--- src/charger_pkg.sv ---
// Shared constants, carrier types and register map of the charger control.
// Assumes a single 200 MHz core clock and a synchronous active-high reset.
package charger_pkg;

  // Core clock.
  localparam int unsigned CLK_HZ = 200_000_000;
  localparam int unsigned CLK_PERIOD_NS = 5;

  // Millisecond prescaler derived from the clock rate.
  localparam int unsigned MS_CYCLES = CLK_HZ / 1000;

  // Battery detection windows, in milliseconds.
  localparam int unsigned DISCH_WINDOW_MS = 1000;
  localparam int unsigned LOWI_WINDOW_MS = 500;

  // Status blink rate in tenths of a hertz, and its half period in ms.
  localparam int unsigned BLINK_DHZ = 5;
  localparam int unsigned BLINK_HALF_MS = 10_000 / (2 * BLINK_DHZ);

  // Fast-charge safety timer.
  localparam int unsigned SAFETY_HOURS = 5;
  localparam int unsigned SAFETY_MS = SAFETY_HOURS * 3600 * 1000;

  // Switching period in core clocks; plain default.
  localparam int unsigned SW_PERIOD_CYCLES = 200;

  // Bootstrap refresh: low comparator must stay set longer than this.
  localparam int unsigned BOOT_LOW_CYCLES = 3;
  localparam int unsigned REFRESH_NS = 80;
  localparam int unsigned REFRESH_CYCLES = REFRESH_NS / CLK_PERIOD_NS;
  localparam int unsigned DEAD_NS = 30;
  localparam int unsigned DEAD_CYCLES =
    (DEAD_NS + CLK_PERIOD_NS - 1) / CLK_PERIOD_NS;

  // Register map, byte addresses.
  localparam logic [31:0] CTRL_OFS = 32'h0000_0000;
  localparam logic [31:0] STATUS_OFS = 32'h0000_0004;
  localparam int unsigned CTRL_ALLOW_BIT = 0;
  localparam logic CTRL_ALLOW_RESET = 1'b1;

  // AHB transfer type and response.
  localparam logic [1:0] HTRANS_NONSEQ = 2'b10;
  localparam logic HRESP_OKAY = 1'b0;

  // Comparator results and the charge-permit pin, all asynchronous.
  typedef struct packed {
    logic charge_permit;
    logic undervoltage_lockout;
    logic input_overvoltage;
    logic sleep;
    logic above_recharge;
    logic below_low_battery;
    logic bootstrap_low;
    logic pwm_request;
    logic suspend;
    logic charge_done;
    logic other_ok;
  } sense_t;

  // Charge sequencing states; Gray codes along the usual path.
  typedef enum logic [2:0] {
    ST_OFF      = 3'b100,
    ST_DISCH    = 3'b000,
    ST_LOWI     = 3'b001,
    ST_CHARGE   = 3'b011,
    ST_DONE     = 3'b010,
    ST_FAULT_HI = 3'b110,
    ST_FAULT_LO = 3'b111
  } charge_state_t;

  // Read-only status word, low bits of the status register.
  typedef struct packed {
    logic refresh_active;
    logic pg_pin_level;
    logic stat_pin_level;
    logic supply_valid;
    logic battery_absent;
    logic timer_fault;
    logic charging;
    charge_state_t state;
  } status_t;

endpackage

--- src/sync2.sv ---
// Two-flop synchroniser for a vector of independent levels.
// Assumes each bit is a slow level; no bus coherency is implied.
`timescale 1ns/100ps
module sync2 #(
  parameter int unsigned WIDTH = 1
) (
  input wire logic core_clk_i,
  input wire logic srst_i,
  input wire logic [WIDTH-1:0] d_i,
  output logic [WIDTH-1:0] q_o
);

  logic [WIDTH-1:0] meta_reg;
  logic [WIDTH-1:0] q_reg;

  // Only the second stage is visible outside.
  always_ff @(posedge core_clk_i) begin
    if (srst_i) begin
      meta_reg <= '0;
      q_reg <= '0;
    end else begin
      meta_reg <= d_i;
      q_reg <= meta_reg;
    end
  end

  assign q_o = q_reg;

endmodule

--- src/charger_ctrl.sv ---
// Charger control: timer fault recovery, indicators, charge permit,
// battery detection sequence and bootstrap refresh of the gate drive.
// Assumes asynchronous comparator inputs and an AHB-Lite register master.
//
// Behaviour
// - Fault above recharge held until battery drops
// - Permit low or reset clears any fault
// - Fault below recharge enables trickle current
// - Rising above recharge drops trickle, recovers
// - Supply-valid indicator on when supply valid
// - Charge only with permit high, conditions met
// - Permit falling edge clears timers and faults
// - Undriven permit pin reads as low
// - Status indicator on, off or blinking
// - Detection runs only while permit high
// - Detection starts discharge sink, one-second window
// - Low battery in window: low current, 500ms
// - Above recharge in window: absent, restart
// - Window expiry means battery present, charge
// - Bootstrap low over three cycles: refresh
// - Full duty after refresh, refresh on recurrence
// - Near-full effective duty with upper kept on
// - Five-hour safety timer raises timer fault
// - Recharge drop, reset or toggle restarts cycle
`timescale 1ns/100ps
module charger_ctrl #(
  parameter int unsigned MS_CYCLES = charger_pkg::MS_CYCLES,
  parameter int unsigned DISCH_MS = charger_pkg::DISCH_WINDOW_MS,
  parameter int unsigned LOWI_MS = charger_pkg::LOWI_WINDOW_MS,
  parameter int unsigned BLINK_MS = charger_pkg::BLINK_HALF_MS,
  parameter int unsigned SAFETY_MS = charger_pkg::SAFETY_MS,
  parameter int unsigned SW_CYCLES = charger_pkg::SW_PERIOD_CYCLES
) (
  input wire logic core_clk_i,
  input wire logic srst_i,
  // AHB-Lite slave.
  input wire logic hsel_i,
  input wire logic [31:0] haddr_i,
  input wire logic [1:0] htrans_i,
  input wire logic hwrite_i,
  input wire logic [2:0] hsize_i,
  input wire logic [31:0] hwdata_i,
  input wire logic hready_i,
  output logic [31:0] hrdata_o,
  output logic hreadyout_o,
  output logic hresp_o,
  // Comparators and charge-permit pin.
  input wire charger_pkg::sense_t sense_i,
  // Power stage and current sources.
  output logic hs_gate_o,
  output logic ls_gate_o,
  output logic discharge_sink_o,
  output logic low_current_o,
  output logic fault_trickle_current_o,
  output logic charge_enable_o,
  // Open-drain indicators.
  input wire logic supply_valid_indicator_i,
  output logic supply_valid_indicator_o,
  output logic supply_valid_indicator_oe_o,
  input wire logic charge_state_indicator_i,
  output logic charge_state_indicator_o,
  output logic charge_state_indicator_oe_o
);

  localparam int unsigned MS_W = $clog2(MS_CYCLES + 1);
  localparam int unsigned WIN_W = $clog2(DISCH_MS + LOWI_MS + 1);
  localparam int unsigned BL_W = $clog2(BLINK_MS + 1);
  localparam int unsigned SAF_W = $clog2(SAFETY_MS + 1);
  localparam int unsigned SW_W = $clog2(SW_CYCLES + 1);
  localparam int unsigned RF_TOTAL =
    2 * charger_pkg::DEAD_CYCLES + charger_pkg::REFRESH_CYCLES;
  localparam int unsigned RF_W = $clog2(RF_TOTAL + 1);

  // True once a counter has reached the last count of its span.
  function automatic logic at_last(input logic [31:0] cnt,
                                   input int unsigned span);
    at_last = (cnt == (span - 1));
  endfunction

  // ---------------------------------------------------------------
  // Input synchronisation.
  // ---------------------------------------------------------------
  charger_pkg::sense_t sns;
  logic [$bits(charger_pkg::sense_t)-1:0] sns_bits;
  logic [1:0] pin_bits;

  sync2 #(
    .WIDTH($bits(charger_pkg::sense_t))
  ) u_sense_sync (
    .core_clk_i(core_clk_i),
    .srst_i(srst_i),
    .d_i(sense_i),
    .q_o(sns_bits)
  );

  sync2 #(
    .WIDTH(2)
  ) u_pin_sync (
    .core_clk_i(core_clk_i),
    .srst_i(srst_i),
    .d_i({supply_valid_indicator_i, charge_state_indicator_i}),
    .q_o(pin_bits)
  );

  assign sns = charger_pkg::sense_t'(sns_bits);

  // The synchroniser resets low, so an undriven permit counts as off.
  logic permit;
  logic permit_d_reg;
  logic permit_fall;

  assign permit = sns.charge_permit;
  assign permit_fall = permit_d_reg & ~permit;

  // Supply valid: not locked out, not over voltage, not asleep.
  logic supply_valid;
  assign supply_valid = ~sns.undervoltage_lockout &
                        ~sns.input_overvoltage & ~sns.sleep;

  // ---------------------------------------------------------------
  // Register file.
  // ---------------------------------------------------------------
  logic ctrl_allow_reg;
  logic wr_pend_reg;
  logic [31:0] wr_addr_reg;
  logic [31:0] hrdata_reg;
  charger_pkg::status_t status;

  logic addr_phase;
  logic [31:0] rd_word;

  assign addr_phase = hsel_i & hready_i &
                      (htrans_i == charger_pkg::HTRANS_NONSEQ);
  assign rd_word = (haddr_i == charger_pkg::CTRL_OFS) ?
                     {31'h0000_0000, ctrl_allow_reg} :
                   (haddr_i == charger_pkg::STATUS_OFS) ?
                     {{(32 - $bits(charger_pkg::status_t)){1'b0}}, status} :
                     32'h0000_0000;

  always_ff @(posedge core_clk_i) begin
    if (srst_i) begin
      wr_pend_reg <= 1'b0;
      wr_addr_reg <= 32'h0000_0000;
      hrdata_reg <= 32'h0000_0000;
    end else begin
      wr_pend_reg <= addr_phase & hwrite_i;
      if (addr_phase) begin
        wr_addr_reg <= haddr_i;
      end
      if (addr_phase & ~hwrite_i) begin
        hrdata_reg <= rd_word;
      end
    end
  end

  always_ff @(posedge core_clk_i) begin
    if (srst_i) begin
      ctrl_allow_reg <= charger_pkg::CTRL_ALLOW_RESET;
    end else if (wr_pend_reg && wr_addr_reg == charger_pkg::CTRL_OFS) begin
      ctrl_allow_reg <= hwdata_i[charger_pkg::CTRL_ALLOW_BIT];
    end
  end

  assign hrdata_o = hrdata_reg;
  assign hreadyout_o = 1'b1;
  assign hresp_o = charger_pkg::HRESP_OKAY;

  // ---------------------------------------------------------------
  // Millisecond time base and blink phase.
  // ---------------------------------------------------------------
  logic [MS_W-1:0] ms_cnt_reg;
  logic ms_tick;
  logic [BL_W-1:0] blink_cnt_reg;
  logic blink_ph_reg;

  assign ms_tick = at_last(32'(ms_cnt_reg), MS_CYCLES);

  always_ff @(posedge core_clk_i) begin
    if (srst_i || permit_fall) begin
      ms_cnt_reg <= '0;
      blink_cnt_reg <= '0;
      blink_ph_reg <= 1'b0;
    end else begin
      ms_cnt_reg <= ms_tick ? '0 : ms_cnt_reg + 1'b1;
      if (ms_tick) begin
        if (at_last(32'(blink_cnt_reg), BLINK_MS)) begin
          blink_cnt_reg <= '0;
          blink_ph_reg <= ~blink_ph_reg;
        end else begin
          blink_cnt_reg <= blink_cnt_reg + 1'b1;
        end
      end
    end
  end

  // ---------------------------------------------------------------
  // Charge sequencing.
  // ---------------------------------------------------------------
  charger_pkg::charge_state_t state_reg;
  charger_pkg::charge_state_t state_next;
  logic [WIN_W-1:0] win_reg;
  logic [SAF_W-1:0] safety_reg;
  logic absent_reg;
  logic absent_next;
  logic safety_clr;
  logic charging;
  logic disch_done;
  logic lowi_done;
  logic safety_done;

  assign charging = (state_reg == charger_pkg::ST_CHARGE) & permit &
                    supply_valid & sns.other_ok & ~sns.suspend &
                    ctrl_allow_reg;
  assign disch_done = ms_tick & at_last(32'(win_reg), DISCH_MS);
  assign lowi_done = ms_tick & at_last(32'(win_reg), LOWI_MS);
  assign safety_done = ms_tick & charging &
                       at_last(32'(safety_reg), SAFETY_MS);
  assign safety_clr = (state_next == charger_pkg::ST_CHARGE) &&
                      (state_reg != charger_pkg::ST_CHARGE);

  always_comb begin
    state_next = state_reg;
    absent_next = absent_reg;
    case (state_reg)
      charger_pkg::ST_OFF: begin
        if (permit) begin
          state_next = charger_pkg::ST_DISCH;
        end
      end
      charger_pkg::ST_DISCH: begin
        if (sns.below_low_battery) begin
          state_next = charger_pkg::ST_LOWI;
        end else if (disch_done) begin
          state_next = charger_pkg::ST_CHARGE;
        end
      end
      charger_pkg::ST_LOWI: begin
        if (sns.above_recharge) begin
          state_next = charger_pkg::ST_DISCH;
          absent_next = 1'b1;
        end else if (lowi_done) begin
          state_next = charger_pkg::ST_CHARGE;
        end
      end
      charger_pkg::ST_CHARGE: begin
        absent_next = 1'b0;
        if (safety_done) begin
          state_next = sns.above_recharge ? charger_pkg::ST_FAULT_HI :
                                            charger_pkg::ST_FAULT_LO;
        end else if (sns.charge_done) begin
          state_next = charger_pkg::ST_DONE;
        end
      end
      charger_pkg::ST_DONE: begin
        if (~sns.above_recharge) begin
          state_next = charger_pkg::ST_CHARGE;
        end
      end
      charger_pkg::ST_FAULT_HI: begin
        if (~sns.above_recharge) begin
          state_next = charger_pkg::ST_DISCH;
        end
      end
      charger_pkg::ST_FAULT_LO: begin
        if (sns.above_recharge) begin
          state_next = charger_pkg::ST_FAULT_HI;
        end
      end
      default: begin
        state_next = charger_pkg::ST_OFF;
      end
    endcase
    // Permit low inhibits detection and clears any latched fault.
    if (~permit) begin
      state_next = charger_pkg::ST_OFF;
      absent_next = 1'b0;
    end
  end

  always_ff @(posedge core_clk_i) begin
    if (srst_i) begin
      state_reg <= charger_pkg::ST_OFF;
      absent_reg <= 1'b0;
      permit_d_reg <= 1'b0;
    end else begin
      state_reg <= state_next;
      absent_reg <= absent_next;
      permit_d_reg <= permit;
    end
  end

  // Detection window restarts on every change of state.
  always_ff @(posedge core_clk_i) begin
    if (srst_i || permit_fall || state_next != state_reg) begin
      win_reg <= '0;
    end else if (ms_tick) begin
      win_reg <= win_reg + 1'b1;
    end
  end

  // Safety timer only advances while fast charge is really running.
  always_ff @(posedge core_clk_i) begin
    if (srst_i || permit_fall || safety_clr) begin
      safety_reg <= '0;
    end else if (ms_tick && charging) begin
      safety_reg <= safety_reg + 1'b1;
    end
  end

  // ---------------------------------------------------------------
  // Bootstrap refresh and gate drive.
  // ---------------------------------------------------------------
  logic [SW_W-1:0] sw_cnt_reg;
  logic [2:0] boot_cnt_reg;
  logic [RF_W-1:0] rf_cnt_reg;
  logic cyc_end;
  logic refresh_start;
  logic refreshing;
  logic ls_window;
  logic converter_on;

  assign cyc_end = at_last(32'(sw_cnt_reg), SW_CYCLES);
  assign refreshing = (rf_cnt_reg != '0);
  assign refresh_start = cyc_end & sns.bootstrap_low & ~refreshing &
    (boot_cnt_reg >= 3'(charger_pkg::BOOT_LOW_CYCLES));
  assign ls_window =
    (rf_cnt_reg > RF_W'(charger_pkg::DEAD_CYCLES)) &&
    (rf_cnt_reg <= RF_W'(charger_pkg::DEAD_CYCLES +
                         charger_pkg::REFRESH_CYCLES));
  assign converter_on = charging |
    ((state_reg == charger_pkg::ST_LOWI) & supply_valid);

  always_ff @(posedge core_clk_i) begin
    if (srst_i) begin
      sw_cnt_reg <= '0;
      boot_cnt_reg <= 3'h0;
      rf_cnt_reg <= '0;
    end else begin
      sw_cnt_reg <= cyc_end ? '0 : sw_cnt_reg + 1'b1;
      if (refresh_start) begin
        rf_cnt_reg <= RF_W'(RF_TOTAL);
      end else if (refreshing) begin
        rf_cnt_reg <= rf_cnt_reg - 1'b1;
      end
      // Count consecutive low cycles; a refresh rearms detection.
      if (refresh_start || refreshing) begin
        boot_cnt_reg <= 3'h0;
      end else if (cyc_end) begin
        if (!sns.bootstrap_low) begin
          boot_cnt_reg <= 3'h0;
        end else if (boot_cnt_reg != 3'h7) begin
          boot_cnt_reg <= boot_cnt_reg + 3'h1;
        end
      end
    end
  end

  // ---------------------------------------------------------------
  // Registered outputs.
  // ---------------------------------------------------------------
  logic hs_reg;
  logic ls_reg;
  logic disch_reg;
  logic lowi_reg;
  logic trickle_reg;
  logic chg_reg;
  logic pg_reg;
  logic stat_reg;
  logic blink_cond;
  logic stat_next;

  assign blink_cond =
    ((state_reg == charger_pkg::ST_CHARGE) & sns.suspend) |
    (state_reg == charger_pkg::ST_FAULT_HI) |
    (state_reg == charger_pkg::ST_FAULT_LO) |
    sns.input_overvoltage | absent_reg;
  assign stat_next = sns.sleep ? 1'b0 :
                     blink_cond ? blink_ph_reg :
                     charging;

  always_ff @(posedge core_clk_i) begin
    if (srst_i) begin
      hs_reg <= 1'b0;
      ls_reg <= 1'b0;
      disch_reg <= 1'b0;
      lowi_reg <= 1'b0;
      trickle_reg <= 1'b0;
      chg_reg <= 1'b0;
      pg_reg <= 1'b0;
      stat_reg <= 1'b0;
    end else begin
      // Upper switch follows the loop at full duty except in refresh.
      hs_reg <= converter_on & sns.pwm_request & ~refreshing;
      ls_reg <= ls_window;
      disch_reg <= (state_reg == charger_pkg::ST_DISCH);
      lowi_reg <= (state_reg == charger_pkg::ST_LOWI);
      trickle_reg <= (state_reg == charger_pkg::ST_FAULT_LO) &
                     ~sns.above_recharge;
      chg_reg <= charging;
      pg_reg <= supply_valid;
      stat_reg <= stat_next;
    end
  end

  assign hs_gate_o = hs_reg;
  assign ls_gate_o = ls_reg;
  assign discharge_sink_o = disch_reg;
  assign low_current_o = lowi_reg;
  assign fault_trickle_current_o = trickle_reg;
  assign charge_enable_o = chg_reg;
  assign supply_valid_indicator_o = 1'b0;
  assign supply_valid_indicator_oe_o = pg_reg;
  assign charge_state_indicator_o = 1'b0;
  assign charge_state_indicator_oe_o = stat_reg;

  // Status word seen by software.
  assign status.state = state_reg;
  assign status.charging = charging;
  assign status.timer_fault = (state_reg == charger_pkg::ST_FAULT_HI) |
                              (state_reg == charger_pkg::ST_FAULT_LO);
  assign status.battery_absent = absent_reg;
  assign status.supply_valid = supply_valid;
  assign status.stat_pin_level = pin_bits[0];
  assign status.pg_pin_level = pin_bits[1];
  assign status.refresh_active = refreshing;

endmodule

--- config.mk ---
export PLATFORM = sky130hd
export DESIGN_NAME = charger_ctrl
export DESIGN_NICKNAME = d
export VERILOG_FILES = /design/src/charger_pkg.sv /design/src/sync2.sv /design/src/charger_ctrl.sv
export SDC_FILE = /design/constraint.sdc
export NUM_CORES = 1
export LEC_CHECK = 0
export BUFFER_PORTS_ARGS = -buffer_cell sky130_fd_sc_hd__clkbuf_2
export CORE_ASPECT_RATIO = 0.9
export CORE_MARGIN = 5
export CORE_UTILIZATION = 30
export CTS_CLUSTER_DIAMETER = 30
export CTS_CLUSTER_SIZE = 12
export DETAILED_ROUTE_END_ITERATION = 7
export GPL_TIMING_DRIVEN = 0
export PLACE_DENSITY = 0.59
export SYNTH_ARGS = -nofsm -noshare
export SYNTH_HDL_FRONTEND = slang
export SYNTH_SLANG_ARGS = --single-unit
--- constraint.sdc ---
create_clock -name core_clk_i -period 3.05 [get_ports core_clk_i]
set_clock_uncertainty 0.1 [all_clocks]
set_input_delay 0.305 -clock core_clk_i [delete_from_list [all_inputs] [get_ports core_clk_i]]
set_output_delay 0.305 -clock core_clk_i [all_outputs]
set_load 0.05 [all_outputs]
==> results of run 1 <==
-- cells in the mapped netlist (2+ instances only) --
library cell,number,area share [%]
nor4_1,25,2.2
mux2i_1,4,0.56
and3_1,16,1.4
nand3b_1,2,0.21
nor4b_1,5,0.62
nor4bb_1,4,0.56
clkbuf_1,27,1.4
or2_2,3,0.26
conb_1,2,0.11
nor3_1,18,1.3
ha_1,10,1.8
buf_2,2,0.14
or4_1,4,0.42
a211oi_1,2,0.21
and4b_1,5,0.70
nand2_1,106,5.6
nand3_1,29,2.0
dfxtp_1,164,46
inv_1,16,0.84
or3_1,7,0.62
nand4_1,28,2.5
and4bb_2,2,0.35
nor2_1,90,4.7
a21oi_1,47,3.3
a22oi_1,9,0.95
buf_1,2,0.11
nor4_2,2,0.35
nand2b_1,5,0.44
buf_4,28,3.0
and2_1,7,0.62
nor3_2,10,1.4
xor2_1,37,4.6
o21ai_0,13,0.91
xnor2_1,26,3.2
and4_1,4,0.49
nor3b_1,3,0.32
nor2b_1,29,2.5
-- power groups by stage --
stage / Sequential [W] / Combinational [W] / Clock (W)
after CTS: 0.00224 / 0.000456 / 0.00228
after floorplan: 0.00230 / 0.000318 / 0
after detailed placement: 0.00229 / 0.000441 / 0
final: 0.00224 / 0.000458 / 0.00222
after global routing: 0.00225 / 0.000513 / 0.00239
after global placement: 0.00229 / 0.000439 / 0
-- layout make-up --
cell class / instances / area [sq um] / area share, %
Buffer: 60 / 340 / 3.91
Clock buffer: 17 / 425 / 4.89
Clock inverter: 14 / 188 / 2.16
Inverter: 16 / 60.1 / 0.690
Multi-Input combinational cell: 601 / 3550 / 40.8
Sequential cell: 164 / 3280 / 37.7
Tap cell: 302 / 378 / 4.34
Timing Repair Buffer: 83 / 480 / 5.52
-- timing repair --
action / CTS / global route
endpoints found under the setup margin: 10 / 30
hold buffers: 13 / 0
endpoints found under the hold margin: 13 / 0
resized for setup: 1 / 3
cloned: 0 / 0
-- kinds of logic (layout without fill, tap and decap cells) --
group	Yosys count	count (layout)	synth area share, %
simple gates	411	411	30.7
flops	164	164	46.1
compound gates	85	85	7.05
buf+inv	76	190	5.62
xor+xnor	63	63	7.75
fa+ha+maj	10	10	1.76
mux	6	6	0.879
other cells	2	26	0.106
-- layout by cell type, fill, tap and decap left out, drive strengths merged, types with 5 or more instances in the layout --
cell type	instances
ha	10
nor2b	29
a21oi	47
dlygate4sd3	13
a22oi	9
nor2	90
dfxtp	164
o21ai	15
nand4	28
xor2	37
and2	8
nor4b	6
inv	24
nor4	27
nand2	106
conb	26
nand2b	5
xnor2	26
and3	16
or4	5
or3	7
clkbuf	114
nand3	30
buf	33
nor3	28
and4b	5
-- layer usage --
metal  vias up  GRT usage (%)
met2       109           18.7
met4         0           3.82
met1      2679           17.6
met5         -              0
li1       3012              -
met3        16           2.89
-- stage by stage --
step,util [%],power (W)
finish,37.3,0.00493
global placement,34.0,0.00273
detailed placement,34.0,0.00273
floorplan,-,0.00261
CTS,37.2,0.00498
global route,37.3,0.00515
-- worst register-to-register path, stage by stage (launching register included) --
cell and delay [ps]:
dfxtp_1 310, clkbuf_1 280, and3b_1 330, nand4_1 260, nor4_2 430, mux2_1 380
nor3_1 320, buf_6 230, nor3_2 60
-- final timing paths --
path / from / endpoint / slack, ps / cells past startpoint
setup / recovery: state_reg[1]$_SDFF_PP0_ / win_reg[8]$_SDFFE_PP0P_ / 230 / 8
hold / removal: sense_i[4] / u_sense_sync.meta_reg[4]$_SDFF_PP0_ / 10 / 2
setup reg to reg: state_reg[1]$_SDFF_PP0_ / win_reg[8]$_SDFFE_PP0P_ / 230 / 8
hold reg to reg: u_sense_sync.meta_reg[4]$_SDFF_PP0_ / u_sense_sync.q_o[4]$_SDFF_PP0_ / 330 / 1
==> summary.txt, run 1 <==
Worst setup path
  – Critical Path RT: 3250 ps
  – Top delay family on crit path: simple AND/OR/NAND/NOR gates
  – Critical path's slowest cell: nor4_2
  – WS Path Type: reg -> reg
  – Buf/Inv on CP: 2
  – Max incr delay on CP: 430 ps
  – Largest fanout on the critical path: 10
  – Arrival time at the worst endpoint: 3020 ps
  – Crit path cell chain: clkbuf_1, and3b_1, nand4_1, nor4_2, mux2_1, nor3_1, buf_6, nor3_2
  – Worst setup SP type: flip-flop
  – Nature of the critical path endpoint: flip-flop

STA
  – Max-slew violation count: 0
  – Final hold slack: 11.8 ps
  – Fin crit share: 92.3%
  – Max Fclk: 0.355 GHz
  – Min Tclk post-route: 2820 ps
  – Setup_tns: 0 ps
  – Rel. slew slack: 49.3%
  – RSZ-0062 raised after global routing: no
  – # setup viols final: 0
  – Worst-margin pin slew: 754 ps
  – Hold Vio Cnt, Final: 0
  – Final WS setup: 235 ps

Power
  – IR Drop Worst-Case VDD: 0.284 mV
  – Leak Pwr: 3.28 nW
  – Clock network fraction of total power: 45.1%
  – Net Sw Frac: 25.3%
  – PwrDens: 566 mW/mm^2
  – Net switching power: 0.00124 W
  – Sequential share of power: 45.6%
  – Int Pwr: 0.00368 W
  – Combinational fraction of design power: 9.3%

CTS
  – Clk root buf: clkbuf_16
  – Later-pin clock latency in the skew report: 420 ps
  – Htree depth: 4
  – Sink Count: 164
  – Reg clk slew, reported paths: 60 ps
  – Setup bufs post-CTS: 0
  – TritonCTS Buffers: 17
  – TritonCTS clock tree: done
  – Max clock buf depth: 2

Global routing
  – First-pass GRT wire length: 27300 um
  – Gr usage total: 12.4%
  – Number of global-route vias before repair: 5570
  – Pin count of the biggest net entering global routing: 17
  – Total congestion overflow: 0
  – Initial antenna violation count: 0

Layout
  – Area overhead of the layout relative to synthesis: 22.3%
  – Post-route insts no fill: 1257
  – Finished Cell Area: 0.00870 sq mm
  – Fillers: 2396
  – Nets: 1040
  – Share of cells above drive strength 1: 16.9%
  – Max reg flops: 32
  – ANT cells: 0

Synthesis
  – Mapped Area: 0.00712 sq mm
  – Netlist cell types: 61
  – Ys async rst share: 0%
  – Sequential-to-total area share from yosys stat: 46.1%
  – Synth Flop Type: dfxtp_1
  – Post-synth EDFFs: 0
  – Avg Inst Size Synth: 8.71 sq um
  – Yosys warns: 0
  – Synthesized instance count: 817
  – Seq cells post-synth: 164

Place
  – Post-DP HPWL: 12100 um
  – Dpl ws: -58.5 ps
  – IO Port Bufs: 70
  – Placed standard-cell area: 0.00794 sq mm
  – Placed Instances: 1213
  – Placer congestion estimate: 0.830

Floorplanning
  – Full die area: 0.0269 sq mm
  – Die Wd: 172 um
  – Initial Utilization: 30.5%
  – Die Y: 156 um
  – Cell Rows: 53
  – # IOs: 131
  – Core area: 0.0233 sq mm

Route
  – WL met2: 7200 um
  – Detailed Route Iter0 Violations: 285
  – Via density: 4.63
  – Final wirelength: 16400 um
  – Top routing layer in use: met4
  – DRC viols: 0
  – DR WL met3: 775 um
  – M1 WL: 8160 um
  – Antenna Violating Nets Remaining: 0
  – First-pass iteration count of the detailed router: 5
  – Via count: 5816
  – WL/cell: 13.0 um

Run
  – Max cap viols: 0

Min path
  – Hold Crit Class: in -> reg

Outcome
  – Status: finished, final reports clean
Power figures use the tool's default switching activity.
==> run 2, diff against run 1 <==
- clock period: 3.05 -> 3.2 ns (I/O delays scaled with it)
==> run 2 against run 1 <==
Sequential share of layout area is 0.36 points higher. Core utilization is 0.35 points lower. Final area is 0.93% lower. Worst hold slack worse by 1.6 ps. Sequential power is 4% lower. Register-to-register slack better by 70 ps. Non-clock buffer count is 7 lower. Routed wire length is 0.74% lower. Combinational power is 6.1% lower. Maximum frequency is 2.7% lower. Critical path type unchanged. Largest power group unchanged.
==> summary.txt, run 2 (same netlist as run 1, synthesis figures left out) <==
Route
  – Via count: 5762
  – Antenna Violating Nets Remaining: 0
  – Via density: 4.61
  – First-pass iteration count of the detailed router: 4
  – WL/cell: 13.0 um
  – Detailed Route Iter0 Violations: 316
  – DRC viols: 0
  – Final wirelength: 16300 um

Place
  – Placed standard-cell area: 0.00794 sq mm
  – Placer congestion estimate: 0.830
  – Post-DP HPWL: 12100 um
  – IO Port Bufs: 70

CTS
  – Setup bufs post-CTS: 0
  – TritonCTS clock tree: done
  – Reg clk slew, reported paths: 70 ps
  – Max clock buf depth: 2
  – TritonCTS Buffers: 17
  – Sink Count: 164
  – Htree depth: 4
  – Clk root buf: clkbuf_16
  – Later-pin clock latency in the skew report: 430 ps

Worst setup path
  – Largest fanout on the critical path: 10
  – Top delay family on crit path: simple AND/OR/NAND/NOR gates
  – Crit path cell chain: clkbuf_1, and3b_1, nand4_1, nor4_1, mux2_1, nor3_1, buf_6, nor3_2
  – Worst setup SP type: flip-flop
  – CP Depth: 8
  – Arrival time at the worst endpoint: 3100 ps
  – WS Path Type: reg -> reg
  – R2r worst-path depth: 8
  – Critical path's slowest cell: nor4_1
  – Max incr delay on CP: 520 ps
  – Critical Path RT: 3400 ps
  – Buf/Inv on CP: 2
  – Nature of the critical path endpoint: flip-flop

STA
  – Setup_tns: 0 ps
  – Min Tclk post-route: 2890 ps
  – RSZ-0062 raised after global routing: no
  – # setup viols final: 0
  – Hold Vio Cnt, Final: 0
  – Worst-margin pin slew: 734 ps
  – Rel. slew slack: 50.6%
  – Fin crit share: 90.5%
  – Max-slew violation count: 0
  – Max Fclk: 0.345 GHz

Layout
  – Fin util: 36.9%
  – Area overhead of the layout relative to synthesis: 21.1%
  – Max reg flops: 32
  – ANT cells: 0
  – Most common cell after layout, fill and taps aside: dfxtp_1
  – Fillers: 2404
  – Highest-count cells in the layout ignoring fill and taps: dfxtp_1 (164), nand2_1 (106), nor2_1 (90), clkbuf_2 (70), a21oi_1 (47)
  – Share of cells above drive strength 1: 16.8%
  – Finished Cell Area: 0.00862 sq mm
  – Nets: 1033

Floorplanning
  – Die Y: 156 um
  – # IOs: 131
  – Initial Utilization: 30.5%
  – Full die area: 0.0269 sq mm
  – Cell Rows: 53
  – Die Wd: 172 um
  – Core area: 0.0233 sq mm

Power
  – PwrDens: 544 mW/mm^2
  – IR Drop Worst-Case VDD: 0.270 mV
  – Leak Pwr: 3.25 nW

Min path
  – Hold-critical path depth: 2
  – Hold Crit Class: in -> reg

Global routing
  – Total congestion overflow: 0
  – Gr usage total: 12.4%
  – First-pass GRT wire length: 27100 um
  – Initial antenna violation count: 0
  – Number of global-route vias before repair: 5527
  – Pin count of the biggest net entering global routing: 17

Outcome
  – Status: finished, final reports clean

Run
  – Max cap viols: 0
==> run 2: timing repair <==
item	CTS	global route
resized for setup	0	2
endpoints found under the hold margin	6	0
setup endpoints to repair	0	10
hold buffers	6	0
==> run 2: path summary, 6_finish.rpt <==
check,startpoint,endpoint,slack (ps)
setup reg to reg,state_reg[1]$_SDFF_PP0_,win_reg[8]$_SDFFE_PP0P_,310
setup / recovery,state_reg[1]$_SDFF_PP0_,win_reg[8]$_SDFFE_PP0P_,310
hold reg to reg,u_sense_sync.meta_reg[4]$_SDFF_PP0_,u_sense_sync.q_o[4]$_SDFF_PP0_,340
hold / removal,sense_i[3],u_sense_sync.meta_reg[3]$_SDFF_PP0_,10
==> run 2: layout make-up <==
type	count	area (sq um)	area share, %
Inverter	16	60.1	0.697
Sequential cell	164	3280	38.1
Multi-Input combinational cell	601	3540	41.0
Buffer	60	340	3.95
Timing Repair Buffer	76	410	4.76
Clock inverter	14	188	2.18
Clock buffer	17	425	4.93
Tap cell	302	378	4.38
==> run 2: worst reg2reg max path, delay by kind of cell, from the launching register on <==
kind	cells	cell delay [ps]
mux	1	390
simple gates	5	1470
flops	1	310
buf+inv	2	510
==> run 2: stage by stage <==
step                      setup WS (ps)  cells  hold WS (ps)  power [W]
final                               305   1250          10.2    0.00469
after global routing               26.1   1250          18.3    0.00490
after CTS                          70.0   1250          1.44    0.00474
after detailed placement           91.5   1213           323    0.00260
after global placement             89.1   1213           323    0.00260
after floorplan                     830    841           313    0.00249
==> run 2: where the power goes <==
group / switching [W] / internal (W) / total (W)
combinational: 0.000275 / 0.000155 / 0.000430
clock: 0.000872 / 0.00125 / 0.00212
sequential: 0.0000413 / 0.00210 / 0.00214
==> run 2: metal layers <==
metal  wire length (um)  vias to the layer above  share of wire, %  GRT usage, %
li1                   -                     2995                 -             -
met1               8030                     2653                49          17.6
met2               7210                      104                44          18.5
met3                818                       10               5.0          2.89
met4                200                        0               1.2          3.82
met5                  0                        -                 0             0
==> run 3, diff against run 2 <==
- CORE_UTILIZATION: 30 -> 56
- PLACE_DENSITY: 0.59 -> 0.91
- SYNTH_HIERARCHICAL: unset -> 1
==> run 3 against run 2 <==
Final cell count is 12% lower. Power is 5.1% lower. Worst setup slack worse by 190 ps. Non-clock buffer count is 3 higher. Final area is 2.5% lower. Sequential share of layout area is 0.99 points higher. Critical path depth is 1 lower. Sequential power hardly changed. Maximum frequency is 6.1% lower. Critical endpoint is now win_reg[1]$_SDFFE_PP0P_. Largest power group unchanged.
==> summary.txt, run 3 <==
Outcome
  – Status: finished, final reports clean

Global routing
  – Number of global-route vias before repair: 5649
  – Pin count of the biggest net entering global routing: 17
  – First-pass GRT wire length: 26100 um
  – Initial antenna violation count: 0
  – Total congestion overflow: 0
  – Gr usage total: 21.2%

Floorplanning
  – Cell Rows: 39
  – Die Y: 117 um
  – Full die area: 0.0151 sq mm
  – # IOs: 131
  – Die Wd: 129 um
  – Core area: 0.0126 sq mm
  – Initial Utilization: 56.5%

STA
  – # setup viols final: 0
  – RSZ-0062 raised after global routing: no
  – Max Fclk: 0.324 GHz
  – Worst-margin pin slew: 751 ps
  – Fin crit share: 96.3%
  – Rel. slew slack: 49.5%
  – Setup_tns: 0 ps
  – Min Tclk post-route: 3080 ps
  – Hold Vio Cnt, Final: 0
  – Max-slew violation count: 0
  – Final hold slack: 12.3 ps

Worst setup path
  – R2r worst-path depth: 7
  – Critical R2R Capture: win_reg[1]$_SDFFE_PP0P_
  – R2r startpoint: ms_cnt_reg[14]$_SDFF_PP0_
  – Worst setup SP type: flip-flop
  – Arrival time at the worst endpoint: 3290 ps
  – WS Path Type: reg -> reg
  – Nature of the critical path endpoint: flip-flop
  – Largest fanout on the critical path: 10
  – Critical Path RT: 3410 ps
  – Worst R2R Setup Slack: 120 ps

Route
  – Antenna Violating Nets Remaining: 0
  – Via count: 5986
  – First-pass iteration count of the detailed router: 8
  – WL/cell: 14.3 um
  – Detailed Route Iter0 Violations: 429
  – Final wirelength: 15600 um
  – DRC viols: 0
  – Via density: 5.47

Layout
  – ANT cells: 0
  – Fillers: 912
  – Area overhead of the layout relative to synthesis: 18.1%
  – Max reg flops: 32
  – Fin util: 66.7%
  – Highest-count cells in the layout ignoring fill and taps: dfxtp_1 (164), nand2_1 (105), nor2_1 (82), clkbuf_2 (70), a21oi_1 (51)
  – Finished Cell Area: 0.00840 sq mm
  – Most common cell after layout, fill and taps aside: dfxtp_1
  – Nets: 1014
  – Share of cells above drive strength 1: 18.9%

Synthesis
  – Synth area leaders: dfxtp_1 (46%), nand2_1 (5.5%), nor2_1 (4.4%)
  – Sequential-to-total area share from yosys stat: 46.1%
  – Cell accounting for the most synthesized area: dfxtp_1
  – Ys async rst share: 0%
  – Synthesized instance count: 795
  – Top cell types by occurrence after synthesis: dfxtp_1 (164), nand2_1 (105), nor2_1 (83), a21oi_1 (51), xnor2_1 (33)
  – Seq cells post-synth: 164
  – Mapped Area: 0.00712 sq mm
  – Synth Flop Type: dfxtp_1
  – Post-synth EDFFs: 0
  – Netlist cell types: 57
  – Share of the synthesized area in the top cell type: 46.1%
  – Avg Inst Size Synth: 8.95 sq um
  – Count leader, synth: dfxtp_1
  – Yosys warns: 6

Power
  – Net switching power: 0.00117 W
  – Power Total: 0.00445 W
  – Sequential share of power: 48.1%
  – Leak Pwr: 3.30 nW
  – Int Pwr: 0.00328 W
  – Net Sw Frac: 26.2%
  – Combinational fraction of design power: 10.0%
  – IR Drop Worst-Case VDD: 0.435 mV
  – Clock network fraction of total power: 41.9%
  – PwrDens: 530 mW/mm^2

CTS
  – Later-pin clock latency in the skew report: 430 ps
  – Clk root buf: clkbuf_16
  – TritonCTS clock tree: done
  – Sink Count: 164
  – Reg clk slew, reported paths: 60 ps
  – Htree depth: 4
  – Max clock buf depth: 2
  – TritonCTS Buffers: 17

Min path
  – Hold-critical path depth: 3
  – Worst Hold Path EP: ctrl_allow_reg$_SDFFE_PP1P_
  – Hold Crit Class: in -> reg
  – Hold_sp: hwdata_i[0]

Run
  – Max cap viols: 0

Place
  – Post-DP HPWL: 10900 um
  – Placed standard-cell area: 0.00776 sq mm
  – IO Port Bufs: 70
  – Placer congestion estimate: 0.903
## run 3: changes by cell type after synthesis, moves of 8 or more
cell	previous run	this run
nor2b_2	0	15
nor3_2	10	0
nor4_2	2	10
nor2b_1	29	15
## run 3: worst max-delay path by stage
stage	to	slack (ps)	depth (start not counted)	start
floorplan	win_reg[10]$_SDFFE_PP0P_	540	7	ms_cnt_reg[13]$_SDFF_PP0_
finish	win_reg[1]$_SDFFE_PP0P_	120	7	ms_cnt_reg[14]$_SDFF_PP0_
CTS	safety_reg[2]$_SDFFE_PP0P_	30	8	ms_cnt_reg[14]$_SDFF_PP0_
global route	win_reg[2]$_SDFFE_PP0P_	20	7	ms_cnt_reg[14]$_SDFF_PP0_
detailed placement	safety_reg[16]$_SDFFE_PP0P_	70	8	ms_cnt_reg[14]$_SDFF_PP0_
global placement	safety_reg[17]$_SDFFE_PP0P_	150	8	ms_cnt_reg[14]$_SDFF_PP0_
## run 3: area by class of cell
type	count	area, sq um	share of cell area [%]
buffer	59	350	4.17
clock buffer	20	447	5.32
clock inverter	12	98.8	1.18
inverter	14	52.6	0.625
multi-input combinational	581	3520	41.9
sequential	164	3280	39.1
tap	164	205	2.44
timing repair buffer	80	445	5.30
## run 3: metrics by stage
step	instances	worst slack (ps)
floorplan	819	541
global placement	1053	152
detailed placement	1053	71.0
CTS	1093	27.6
global route	1094	22.2
finish	1094	118
## run 3: power by group through the flow
| stage | clock [W] | sequential [W] | combinational, W |
|---|---|---|---|
| after floorplan | 0 | 0.00219 | 0.000306 |
| final | 0.00186 | 0.00214 | 0.000444 |
| after detailed placement | 0 | 0.00218 | 0.000419 |
| after global routing | 0.00197 | 0.00215 | 0.000484 |
| after global placement | 0 | 0.00218 | 0.000407 |
| after CTS | 0.00189 | 0.00214 | 0.000435 |
## run 3: critical path, stage by stage (launching register included)
cell and delay, ps:
dfxtp_1 350, or4_4 560, or4_4 630, nor4_4 470, mux2i_1 340, o211a_2 260
buf_6 170, nor4_2 60
## run 3: routing by layer
metal	GRT usage, %	share of wire, %	wire length [um]
met1	26.4	43	6680
met2	36.4	50	7780
met3	4.54	5.5	863
met4	8.05	1.8	276
met5	0	0	0
## run 3: cells by family (layout without fill, tap and decap cells)
group | Yosys count | count (layout) | synth area share, %
AOI/OAI and AO/OA | 85 | 85 | 7.22
xor gates and xnor gates | 63 | 63 | 7.75
adders and majority gates | 10 | 10 | 1.76
buffers and inverters | 74 | 185 | 5.71
DFF | 164 | 164 | 46.1
muxes | 5 | 5 | 0.721
other | 2 | 26 | 0.106
and+or+nand+nor | 392 | 392 | 30.6
## run 3: timing repair
| item | in CTS | in global routing |
|---|---|---|
| hold buffers | 8 | 0 |
| buffers inserted | 0 | 2 |
| setup endpoints to repair | 0 | 25 |
| gates resized for setup | 0 | 1 |
| endpoints found under the hold margin | 8 | 0 |
